<file path="config.mk">
export PLATFORM = sky130hd
export DESIGN_NAME = dhrs_top
export DESIGN_NICKNAME = d
export VERILOG_FILES = /design/src/core/dhrs_pkg.sv /design/src/core/dhrs_top.sv /design/src/core/dhrs_spike_filter.sv
export SDC_FILE = /design/constraint.sdc
export NUM_CORES = 1
export LEC_CHECK = 0
export ABC_AREA = 1
export BUFFER_PORTS_ARGS = -buffer_cell sky130_fd_sc_hd__buf_2
export CORE_MARGIN = 8
export CORE_UTILIZATION = 55
export CTS_CLUSTER_SIZE = 25
export DETAILED_ROUTE_END_ITERATION = 6
export GPL_TIMING_DRIVEN = 0
export PLACE_DENSITY = 0.71
export SETUP_SLACK_MARGIN = 0.5
export SLEW_MARGIN = 30
export SYNTH_ARGS = -nofsm -noshare
export SYNTH_HDL_FRONTEND = slang
export SYNTH_SLANG_ARGS = --single-unit
export TNS_END_PERCENT = 5
</file>
<file path="constraint.sdc">
create_clock -name sys_clk -period 2.3 [get_ports sys_clk]
set_clock_uncertainty 0.15 [all_clocks]
set_input_delay 0.46 -clock sys_clk [delete_from_list [all_inputs] [get_ports sys_clk]]
set_output_delay 0.46 -clock sys_clk [all_outputs]
set_load 0.02 [all_outputs]
</file>
<file path="src/core/dhrs_pkg.sv">
// Purpose: Shared constants and types for the display hardware reset sequencer
// Assumes: 100 MHz system clock, reset pin synchronous to it
// Notes: Timing figures are kept in their own units and converted to cycles here
//
// Functional notes
// Reset pin lows under 5us are ignored; lows over 9us always reset.
// Brief high glitches inside a valid low reset are filtered the same way.
// Every reset release reloads identity, electrode level and settings within 5 ms; a release during awake blanking reloads only once it ends.
// Release processing ends within 5 ms from sleep, 120 ms from awake; code times it from leaving DHRS_HELD, after any blanking sequence.
// Panel is blanked during reset, then settings return to defaults.
// Awake reset runs a blanking sequence of at most 120 ms; sleep stays blank. Code skips the sequence on a reassertion during release processing.
// Host waits at least 5 ms after release before any command.
// Host waits at least 120 ms after release before sleep exit.
// Host holds reset low about ten microseconds or more.
package dhrs_pkg;

  // ----------------------------------------------------------------
  // Timing
  // ----------------------------------------------------------------
  localparam int CLK_MHZ = 100;
  localparam int REJECT_US = 5;
  localparam int ACCEPT_US = 9;
  localparam int LOAD_MS = 5;
  localparam int AWAKE_MS = 120;
  // Filter threshold sits between the bounds: at 7us a low is accepted
  localparam int FILTER_US = (REJECT_US + ACCEPT_US) / 2;
  localparam int FILTER_CYC = FILTER_US * CLK_MHZ;
  localparam int LOAD_CYC = LOAD_MS * 1000 * CLK_MHZ;
  localparam int AWAKE_CYC = AWAKE_MS * 1000 * CLK_MHZ;

  // ----------------------------------------------------------------
  // Types
  // ----------------------------------------------------------------
  typedef enum logic [2:0] {
    DHRS_IDLE,
    DHRS_BLANK_SEQ,
    DHRS_HELD,
    DHRS_LOAD,
    DHRS_SETTLE
  } dhrs_state_t;

  // Status presented to the rest of the device
  typedef struct packed {
    logic panel_blank;
    logic settings_default;
    logic load_req;
    logic cmd_ready;
    logic sleep_exit_ok;
  } dhrs_status_t;

  localparam dhrs_status_t STATUS_RESET = '{1'b1, 1'b1, 1'b0, 1'b0, 1'b0};

endpackage

</file>
<file path="src/core/dhrs_top.sv">
// Purpose: Hardware reset sequencer of a display driver
// Assumes: hw_reset_in_n synchronous to sys_clk; 100 MHz clock
// Notes: Long counts are parameters so simulation can shorten them
`timescale 1ns/1ps
`default_nettype none
module dhrs_top #(
  parameter int FILTER_CYC = dhrs_pkg::FILTER_CYC,
  parameter int LOAD_CYC = dhrs_pkg::LOAD_CYC,
  parameter int AWAKE_CYC = dhrs_pkg::AWAKE_CYC
) (
  input wire logic sys_clk,
  input wire logic rst_n,
  input wire logic hw_reset_in_n,
  input wire logic sleep_mode,
  input wire logic load_done,
  output var logic panel_blank,
  output var logic settings_default,
  output var logic load_req,
  output var logic cmd_ready,
  output var logic sleep_exit_ok,
  output var logic in_reset
);

  initial begin
    if (LOAD_CYC < 1 || AWAKE_CYC < LOAD_CYC) $error("Bad timing parameters");
  end

  localparam int TW = $clog2(AWAKE_CYC + 1);

  // ----------------------------------------------------------------
  // Spike filter
  // ----------------------------------------------------------------
  logic filt_n;

  dhrs_spike_filter #(
    .WIDTH(FILTER_CYC)
  ) u_filter (
    .sys_clk(sys_clk),
    .rst_n(rst_n),
    .pin_n(hw_reset_in_n),
    .level_n(filt_n)
  );

  // ----------------------------------------------------------------
  // Sequencer
  // ----------------------------------------------------------------
  dhrs_pkg::dhrs_state_t state_r, state_nxt;
  dhrs_pkg::dhrs_status_t st_r, st_nxt;
  logic [TW-1:0] tmr_r, tmr_nxt;
  logic [TW-1:0] since_r, since_nxt;
  logic awake_r, awake_nxt;
  logic inrst_r, inrst_nxt;

  // Next state and outputs
  always_comb begin
    state_nxt = state_r;
    st_nxt = st_r;
    tmr_nxt = tmr_r;
    since_nxt = since_r;
    awake_nxt = awake_r;
    inrst_nxt = inrst_r;
    st_nxt.load_req = 1'b0;
    // Time since release gates host commands
    if (!inrst_r && since_r != TW'(AWAKE_CYC)) begin
      since_nxt = since_r + 1'b1;
    end
    st_nxt.cmd_ready = !inrst_r && (since_r >= TW'(LOAD_CYC)) && state_r == dhrs_pkg::DHRS_IDLE;
    st_nxt.sleep_exit_ok = st_nxt.cmd_ready && (since_r >= TW'(AWAKE_CYC));
    case (state_r)
      dhrs_pkg::DHRS_IDLE: begin
        if (!filt_n) begin
          // Blank panel on reset
          st_nxt.panel_blank = 1'b1;
          st_nxt.cmd_ready = 1'b0;
          st_nxt.sleep_exit_ok = 1'b0;
          inrst_nxt = 1'b1;
          awake_nxt = !sleep_mode;
          tmr_nxt = '0;
          // Blanking sequence when awake
          state_nxt = sleep_mode ? dhrs_pkg::DHRS_HELD : dhrs_pkg::DHRS_BLANK_SEQ;
        end
      end
      dhrs_pkg::DHRS_BLANK_SEQ: begin
        // Bounded blanking run
        tmr_nxt = tmr_r + 1'b1;
        if (tmr_r == TW'(AWAKE_CYC - 1)) begin
          state_nxt = dhrs_pkg::DHRS_HELD;
        end
      end
      dhrs_pkg::DHRS_HELD: begin
        // Settings to defaults
        st_nxt.settings_default = 1'b1;
        if (filt_n) begin
          // Start reload on release
          st_nxt.load_req = 1'b1;
          inrst_nxt = 1'b0;
          since_nxt = '0;
          tmr_nxt = '0;
          state_nxt = dhrs_pkg::DHRS_LOAD;
        end
      end
      dhrs_pkg::DHRS_LOAD: begin
        tmr_nxt = tmr_r + 1'b1;
        // Reload bounded by 5 ms
        if (load_done || tmr_r == TW'(LOAD_CYC - 1)) begin
          st_nxt.settings_default = 1'b0;
          state_nxt = dhrs_pkg::DHRS_SETTLE;
        end
      end
      dhrs_pkg::DHRS_SETTLE: begin
        tmr_nxt = tmr_r + 1'b1;
        // Release time by prior mode
        if (tmr_r >= TW'((awake_r ? AWAKE_CYC : LOAD_CYC) - 1)) begin
          st_nxt.panel_blank = sleep_mode;
          state_nxt = dhrs_pkg::DHRS_IDLE;
        end
      end
      default: begin
        state_nxt = dhrs_pkg::DHRS_IDLE;
      end
    endcase
    // Reassertion after release restarts reset
    if (!filt_n && state_r != dhrs_pkg::DHRS_IDLE && !inrst_r) begin
      st_nxt.panel_blank = 1'b1;
      st_nxt.load_req = 1'b0;
      inrst_nxt = 1'b1;
      tmr_nxt = '0;
      state_nxt = dhrs_pkg::DHRS_HELD;
    end
  end

  // Registers
  always_ff @(posedge sys_clk or negedge rst_n) begin
    if (!rst_n) begin
      state_r <= dhrs_pkg::DHRS_IDLE;
      st_r <= dhrs_pkg::STATUS_RESET;
      tmr_r <= '0;
      since_r <= '0;
      awake_r <= 1'b0;
      inrst_r <= 1'b0;
    end else begin
      state_r <= state_nxt;
      st_r <= st_nxt;
      tmr_r <= tmr_nxt;
      since_r <= since_nxt;
      awake_r <= awake_nxt;
      inrst_r <= inrst_nxt;
    end
  end

  assign panel_blank = st_r.panel_blank;
  assign settings_default = st_r.settings_default;
  assign load_req = st_r.load_req;
  assign cmd_ready = st_r.cmd_ready;
  assign sleep_exit_ok = st_r.sleep_exit_ok;
  assign in_reset = inrst_r;

endmodule
`default_nettype wire

</file>
<file path="src/core/dhrs_spike_filter.sv">
// Purpose: Symmetric spike filter on the reset pin
// Assumes: Input synchronous to sys_clk
// Notes: Output changes only after the input holds a new level for WIDTH cycles
`timescale 1ns/1ps
`default_nettype none
module dhrs_spike_filter #(
  parameter int WIDTH = 700
) (
  input wire logic sys_clk,
  input wire logic rst_n,
  input wire logic pin_n,
  output var logic level_n
);

  initial begin
    if (WIDTH < 2) $error("WIDTH too small");
  end

  localparam int CW = $clog2(WIDTH + 1);
  logic [CW-1:0] cnt_r, cnt_nxt;
  logic level_r, level_nxt;

  // Count cycles the pin differs from the output
  // Same filter for high glitches
  always_comb begin
    cnt_nxt = cnt_r;
    level_nxt = level_r;
    if (pin_n == level_r) begin
      cnt_nxt = '0;
    end else if (cnt_r == CW'(WIDTH - 1)) begin
      cnt_nxt = '0;
      level_nxt = pin_n;
    end else begin
      cnt_nxt = cnt_r + 1'b1;
    end
  end

  // State registers
  always_ff @(posedge sys_clk or negedge rst_n) begin
    if (!rst_n) begin
      cnt_r <= '0;
      level_r <= 1'b1;
    end else begin
      cnt_r <= cnt_nxt;
      level_r <= level_nxt;
    end
  end

  assign level_n = level_r;

endmodule
`default_nettype wire

</file>
==> results.md, run 1 <==
* Status: completed
* Xor/xnor share of the synthesized area at 3.053%
* Mapped Nets at between 700 and 800
* DRT Pass-1 Iters at 5
* Post-synthesis adder-cell area fraction at 4.105%
* Number of global-route vias before repair at between 4k and 5k
* Gpl congestion at between 0.9 and 1
* Final Max Slew Viols at 0
* Combinational power share at 49.9%
* Hold path cells at 2
* Root buffer cell: clkbuf_8
* Die Area at approximately 12000 sq um
* Commonest non-fill, non-tap cell in the layout: nand2_1
* DRC violations left at 0
* Maximum vdd drop at about 0.51 mV
* Mux cell area share after synthesis at 0%
* Number of port buffers at 10
* Hold_sp: sleep_mode
* RSZ-0062 raised after global routing: yes
* Post-synthesis register bit count at 69
* Core area at 8678 sq um
* Syn Std Cell Area at a little under 5000 sq um
* Final HPWL DP at a little under 10000 um
* Maxcap violations at 0
* Final hold vios at 0
* Gr ovfl total at 0
* RR Endpoint: state_r[1]
* Largest family of logic cells by synthesized area: simple AND/OR/NAND/NOR gates
* Layout cells sized above 1 at approximately 17%
* Initial Util at 56.20%
* Number of diodes at 0
* Headroom to the max-slew limit at between 60 and 70%
* Pint at a little over 3 mW
* Sequential power share at between 30% and 40%
* Initial antenna violation count at 0
* Compound-cell area share of the yosys netlist at under 10%
* Cell total after placement at about 850
* Lkg Pwr at between 2 and 3 nW
* Total track usage at 23.15%
* Via count at between 4k and 5k
* Num CTS Buffers at 9
* WP data arrival at 2.07 ns
* Hold_ws at between 0.2 and 0.25 ns
* Final ANT Viol Nets at 0
* Worst setup EP type: flop
* Worst Path Max Fanout at 6
* Number of DRC markers in iteration 0 at 320
* Htree depth at 3
* Startpoint types: flop
* Synth cell types at 38
* Kind of critical path: flop to flop
* Num ports at 11
* Fmax at roughly 0.51 GHz
* Sw frac at 46.78%
* Pwr/cell area at between 1000 and 1500 nW/um^2
* Worst-Margin Slew at around 0.47 ns
* Clk_lat worst skew at 0.35 ns
* Critical Path RT at 2.40 ns
* Hold Path Sink: awake_r
* Final Non-Filler Cells at around 900
* Final Net Count at just under 800
* Clk sinks at 69
* FF-to-FF Start: awake_r
* Post-Synth Simple-Gate Area at between 30 and 40%
* Mapped Cells at 728
* Sequential-to-total area share from yosys stat at between 30% and 40%
* Mean Syn Cell Area at ~6.7 sq um
* Worst-path clk slew at 0.09 ns
* CTS tree: yes
* Largest net degree at the start of global routing at 37
* Synth warnings at 0
* Row count at 34
* CTS Buffer Depth at 2
* Post-layout minimum cycle time at slightly below 2 ns
* Die Y at 110.2 um
* DR vias/cell at 5.489
* Clock Power Share at 18.0%
* Final TNS setup at 0 ns
* Wire length per cell at about 15 um
* Final worst path period share at a little under nine tenths
* Commonest non-fill, non-tap cells in the layout: nand2_1, nor2_1, inv_1, dfrtp_1, nand3_1
* HP Class: input pin to flop
* Psw at 2.712 mW
* WL final at around 13000 um
* Reg2reg path depth at 13
* Reg2reg setup slack at around 0.33 ns
* Area growth from synthesis to layout at 15.91%
* Setup violations, final at 0
* Die width at 110.2 um
* Global-route wire length before repair at between 20000 and 25000 um
[per-layer routing]
metal / GRT usage, % / routed length (um) / up-vias
met4: 6.755 / 214 / 0
li1: - / - / 2379
met3: 3.081 / 908 / 21
met2: 35.70 / 5874 / 159
met5: 0 / 0 / -
met1: 33.13 / 6433 / 2260
[synthesized netlist by cell type]
cell      number  share of area [%]
xnor2_1        3               0.54
o21ai_0       23                2.4
and3_1         1               0.13
clkinv_1       1              0.077
a21oi_2        2               0.36
o21ai_2        1               0.18
o21a_1         1               0.15
o21ai_1        5               0.51
inv_4          2               0.26
dfstp_2        3                1.6
nor2_2         8                1.0
buf_4          4               0.62
nor2_4         1               0.23
inv_2          5               0.38
dfrtp_1       66                 34
o31ai_1        3               0.46
nor2_1       136                 10
nor2_8         2               0.82
nand2_4        5                1.2
nand2_2        3               0.38
nor4_1         1               0.13
buf_6          4               0.92
xor2_1        14                2.5
nand3b_1       2               0.31
nand3_1       50                5.1
nand3_4        1               0.36
a22oi_1        1               0.15
nor3_1        10                1.0
a31oi_1        3               0.38
a211oi_2       1               0.26
a21oi_1       34                3.5
nand3_2        1               0.21
o21bai_1       3               0.46
nand4_1       17                2.2
nand2_1      205                 16
buf_2          3               0.31
inv_1         87                6.7
ha_1          16                4.1
[power groups by stage]
stage / clock network (mW) / logic (mW) / registers [mW]
final: 1.04 / 2.89 / 1.86
after global routing: 1.12 / 3.22 / 1.91
after CTS: 1.07 / 2.62 / 1.85
after detailed placement: 0 / 2.50 / 1.87
after global placement: 0 / 2.41 / 1.86
after floorplan: 0 / 1.88 / 1.80
[repair_timing]
item                                   4_1_cts  5_1_grt
endpoints found under the hold margin       32        0
resized for setup                           21       40
pin swaps                                    2       13
hold buffers                                 1        0
gates cloned                                 0        1
setup endpoints to repair                   41       58
setup buffers                                6        7
[metrics by stage]
step	area (sq um)	worst slack [ns]	total power [mW]	utilization, %
3_3_place_gp	5062	0.2249	4.270	58.33
2_1_floorplan	4877	0.5261	3.678	-
4_1_cts	5420	0.4286	5.544	62.46
6_report	5653	0.3281	5.797	65.14
5_1_grt	5653	0.2619	6.241	65.14
3_5_place_dp	5085	0.1887	4.367	58.59
[final cells by class]
class,instances,area (sq um)
Sequential cell,69,1738
Tap cell,108,135.1
Timing Repair Buffer,25,191.4
Fill cell,778,3025
Multi-Input combinational cell,553,2903
Timing Repair inverter,1,8.758
Buffer,11,98.84
Clock inverter,6,70.07
Inverter,95,370.4
Clock buffer,10,137.6
[cell families (layout without fill, tap and decap cells)]
group                    count (synthesis)  after routing
buffers and inverters                  106            148
AO/OA/AOI/OAI                           77             77
flip-flops                              69             69
adder cells (fa/ha/maj)                 16             16
XOR/XNOR                                17             17
AND/OR/NAND/NOR                        443            443
[flip-flops by register name, summed over array words and instances (netlist names)]
name / count
awake_r: 1
cmd_ready: 1
in_reset: 1
load_req: 1
panel_blank: 1
settings_default: 1
since_r: 24
sleep_exit_ok: 1
state_r: 3
tmr_r: 24
u_filter.cnt_r: 10
u_filter.level_n: 1
[worst max-delay path, cell delays in order, from the launching register on]
cell and delay [ns]:
dfrtp_2 0.48, clkinv_4 0.15, ha_4 0.30, nand2_2 0.05, inv_2 0.07, nand3_2 0.10, nand2_2 0.11, nand2_1 0.06
nand2_1 0.08, nand2_2 0.07, nand2_4 0.11, nand2_2 0.05, nand2_1 0.05, nand2_1 0.05
[how the worst max path moves through the flow]
| stage | depth (start not counted) | end | slack, ns | from |
|---|---|---|---|---|
| after global placement | 12 | state_r[1] | 0.22 | awake_r |
| final | 13 | state_r[1] | 0.33 | awake_r |
| after floorplan | 12 | state_r[1] | 0.53 | awake_r |
| after CTS | 12 | state_r[1] | 0.43 | awake_r |
| after global routing | 13 | state_r[1] | 0.26 | awake_r |
| after detailed placement | 12 | state_r[1] | 0.19 | awake_r |
(Power assumes the default switching activity.)
==> inputs of run 2 (changes only) <==
Settings changed: CORE_UTILIZATION 55 to 62, CTS_BUF_LIST set to sky130_fd_sc_hd__clkbuf_16, PLACE_DENSITY 0.71 to 0.79.
==> run 2 against run 1 <==
Combinational power shrank 5%; die area shrank 9.7%; hold slack gained 0.048 ns; final area shrank 1.5%; first-iteration DRC count grew 1.9%; total power grew 4.7%; register-to-register slack lost 0.02 ns; critical path type unchanged; highest routed layer unchanged.
==> results.md, run 2 (synthesized netlist as in run 1, its figures left out) <==
* Wire length per cell at 15.03 um (-1.7%)
* Die Area at 10960 sq um (-9.7%)
* Number of port buffers at 10 (unchanged)
* Via count at 4796 (-0.48%)
* RSZ-0062 raised after global routing: yes
* Hold_ws at 0.2543 ns (+0.04830 ns)
* Commonest non-fill, non-tap cells in the layout: nand2_1, nor2_1, inv_1, dfrtp_1, nand3_1
* Commonest non-fill, non-tap cell in the layout: nand2_1
* Largest net degree at the start of global routing at 38 (+2.7%)
* Maxcap violations at 0 (unchanged)
* Cell Area, Placed at 5077 sq um (-0.15%)
* Final Max Slew Viols at 0 (unchanged)
* Final worst path period share at 86.53% (+0.80 points)
* Critical Path RT at 2.36 ns (-0.04 ns)
* Clock Power Share at 24.1% (+6.1 points)
* Final Non-Filler Cells at 863 (-1.7%)
* Biggest regs: since_r x24, tmr_r x24, u_filter.cnt_r x10
* DRC violations left at 0 (unchanged)
* CTS Buffer Depth at 2 (unchanged)
* HP Class: input pin to flop
* Num ports at 11 (unchanged)
* Status: completed
* Worst Path Max Fanout at 6 (unchanged)
* Headroom to the max-slew limit at 70.33% (+1.9 points)
* Core area at 7687 sq um (-11%)
* Worst-path clk slew at 0.06 ns (-0.03 ns)
* Number of diodes at 0 (unchanged)
* Final ANT Viol Nets at 0 (unchanged)
* Worst setup EP type: flop
* Kind of critical path: flop to flop
* Clk sinks at 69 (unchanged)
* WL final at 12970 um (-3.4%)
* Final HPWL DP at 9518 um (-2.3%)
* Area growth from synthesis to layout at 14.16%
* Cell total after placement at 841 (-0.71%)
* Number of DRC markers in iteration 0 at 326 (+1.9%)
* Layout cells sized above 1 at 13.01% (-3.6 points)
* CTS tree: yes
* Post-layout minimum cycle time at 1.990 ns (+0.01840 ns)
* Global-route wire length before repair at 21490 um (-2.9%)
* Final Net Count at 778 (-1.0%)
* Sequential cell area at 1733 sq um (-0.29%)
* Gpl congestion at 0.9549 (+0.59%)
* DRT Pass-1 Iters at 7 (+2)
* Initial antenna violation count at 0 (unchanged)
* Gr ovfl total at 0 (unchanged)
* Psw at 2.676 mW (-1.3%)
* Total track usage at 23.78% (+0.63 points)
* Htree depth at 3 (unchanged)
* Die Y at 104.7 um (-5.0%)
* Fill cell count at 658 (-15%)
* Lkg Pwr at 2.612 nW (+1.2%)
* Maximum vdd drop at 0.6202 mV (+23%)
* Final instance area at 5568 sq um (-1.5%)
* Root buffer cell: clkbuf_16
* Final hold vios at 0 (unchanged)
* Die width at 104.7 um (-5.0%)
* WP data arrival at 2.05 ns (-0.02 ns)
* Startpoint types: flop
* Setup violations, final at 0 (unchanged)
* Initial Util at 63.44% (+7.2 points)
* Combinational power share at 45.3% (-4.6 points)
* Fmax at 0.5024 GHz (-0.92%)
* Sequential power share at 30.6% (-1.5 points)
* Pwr/cell area at 1090 nW/um^2 (+6.3%)
* Area of the multi-input gates at 2793 sq um (-3.8%)
* Pint at 3.393 mW (+10%)
* DR vias/cell at 5.557 (+1.3%)
* Number of global-route vias before repair at 4501 (-0.40%)
* Num CTS Buffers at 9 (unchanged)
* Worst-Margin Slew at 0.4451 ns (-0.02892 ns)
* Final TNS setup at 0 ns (unchanged)
* Sw frac at 44.09% (-2.7 points)
* Row count at 32 (-5.9%)
* Clk_lat worst skew at 0.33 ns (-0.02 ns)
## run 2: changes by cell type in the layout (fill, tap and decap cells not counted), moves of 4 or more
cell       before  now
buf_4          15   11
clkbuf_16       0    9
clkbuf_8       10    0
dfrtp_1        60   64
dfrtp_2         6    2
ha_1            6   12
ha_4            9    3
## run 2: final cells by class
| cell class | count | share of cell area, % |
|---|---|---|
| Sequential cell | 69 | 31.12 |
| Multi-Input combinational cell | 553 | 50.16 |
| Tap cell | 102 | 2.292 |
| Inverter | 95 | 6.652 |
| Buffer | 11 | 1.708 |
| Clock buffer | 9 | 4.045 |
| Timing Repair Buffer | 18 | 2.427 |
| Clock inverter | 6 | 1.596 |
## run 2: power by group through the flow
stage          sequential (mW)  clock, mW  combinational, mW
2_1_floorplan             1.80          0               1.88
3_3_place_gp              1.85          0               2.42
3_5_place_dp              1.86          0               2.51
4_1_cts                   1.85       1.48               2.58
5_1_grt                   1.90       1.52               3.08
6_report                  1.86       1.46               2.75
## run 2: metal layers
metal	track usage (%)	part of all wire, %	vias up
li1	-	-	2360
met1	33.17	45	2236
met2	37.07	45	187
met3	4.484	8.4	13
met4	6.218	1.0	0
met5	0	0	-
## run 2: worst paths after layout
check	from	endpoint	slack, ns	depth (start not counted)
min	sleep_mode	awake_r	0.25	2
min reg2reg	u_filter.cnt_r[0]	u_filter.cnt_r[0]	0.29	1
max reg2reg	awake_r	state_r[1]	0.31	12
max	awake_r	state_r[1]	0.31	12
min in group asynchronous	rst_n	since_r[11]	0.47	2
max in group asynchronous	rst_n	panel_blank	0.91	3
## run 2: timing repair
item,4_1_cts,5_1_grt
gates resized for setup,18,17
hold endpoints to repair,32,0
setup buffers,2,4
hold buffers,1,0
pin swaps,0,7
setup endpoints to repair,39,58
gates cloned,0,0
## run 2: critical path, stage by stage (launching register included)
cell	delay (ns)
dfrtp_2	0.45
clkinv_4	0.13
buf_6	0.16
ha_1	0.29
nand3_1	0.10
nand2_1	0.13
nand2_1	0.06
nand2_1	0.07
nand2_2	0.06
nand2_4	0.11
nand2_2	0.06
nand2_2	0.06
nand2_2	0.05
## run 2: per-stage QoR
step                util [%]  power, mW  setup WS (ns)
floorplan                  -      3.678         0.5261
global placement       65.76      4.269         0.2420
detailed placement     66.05      4.368         0.1636
CTS                    71.09      5.899         0.4020
global route           72.43      6.500         0.1922
finish                 72.43      6.069         0.3097
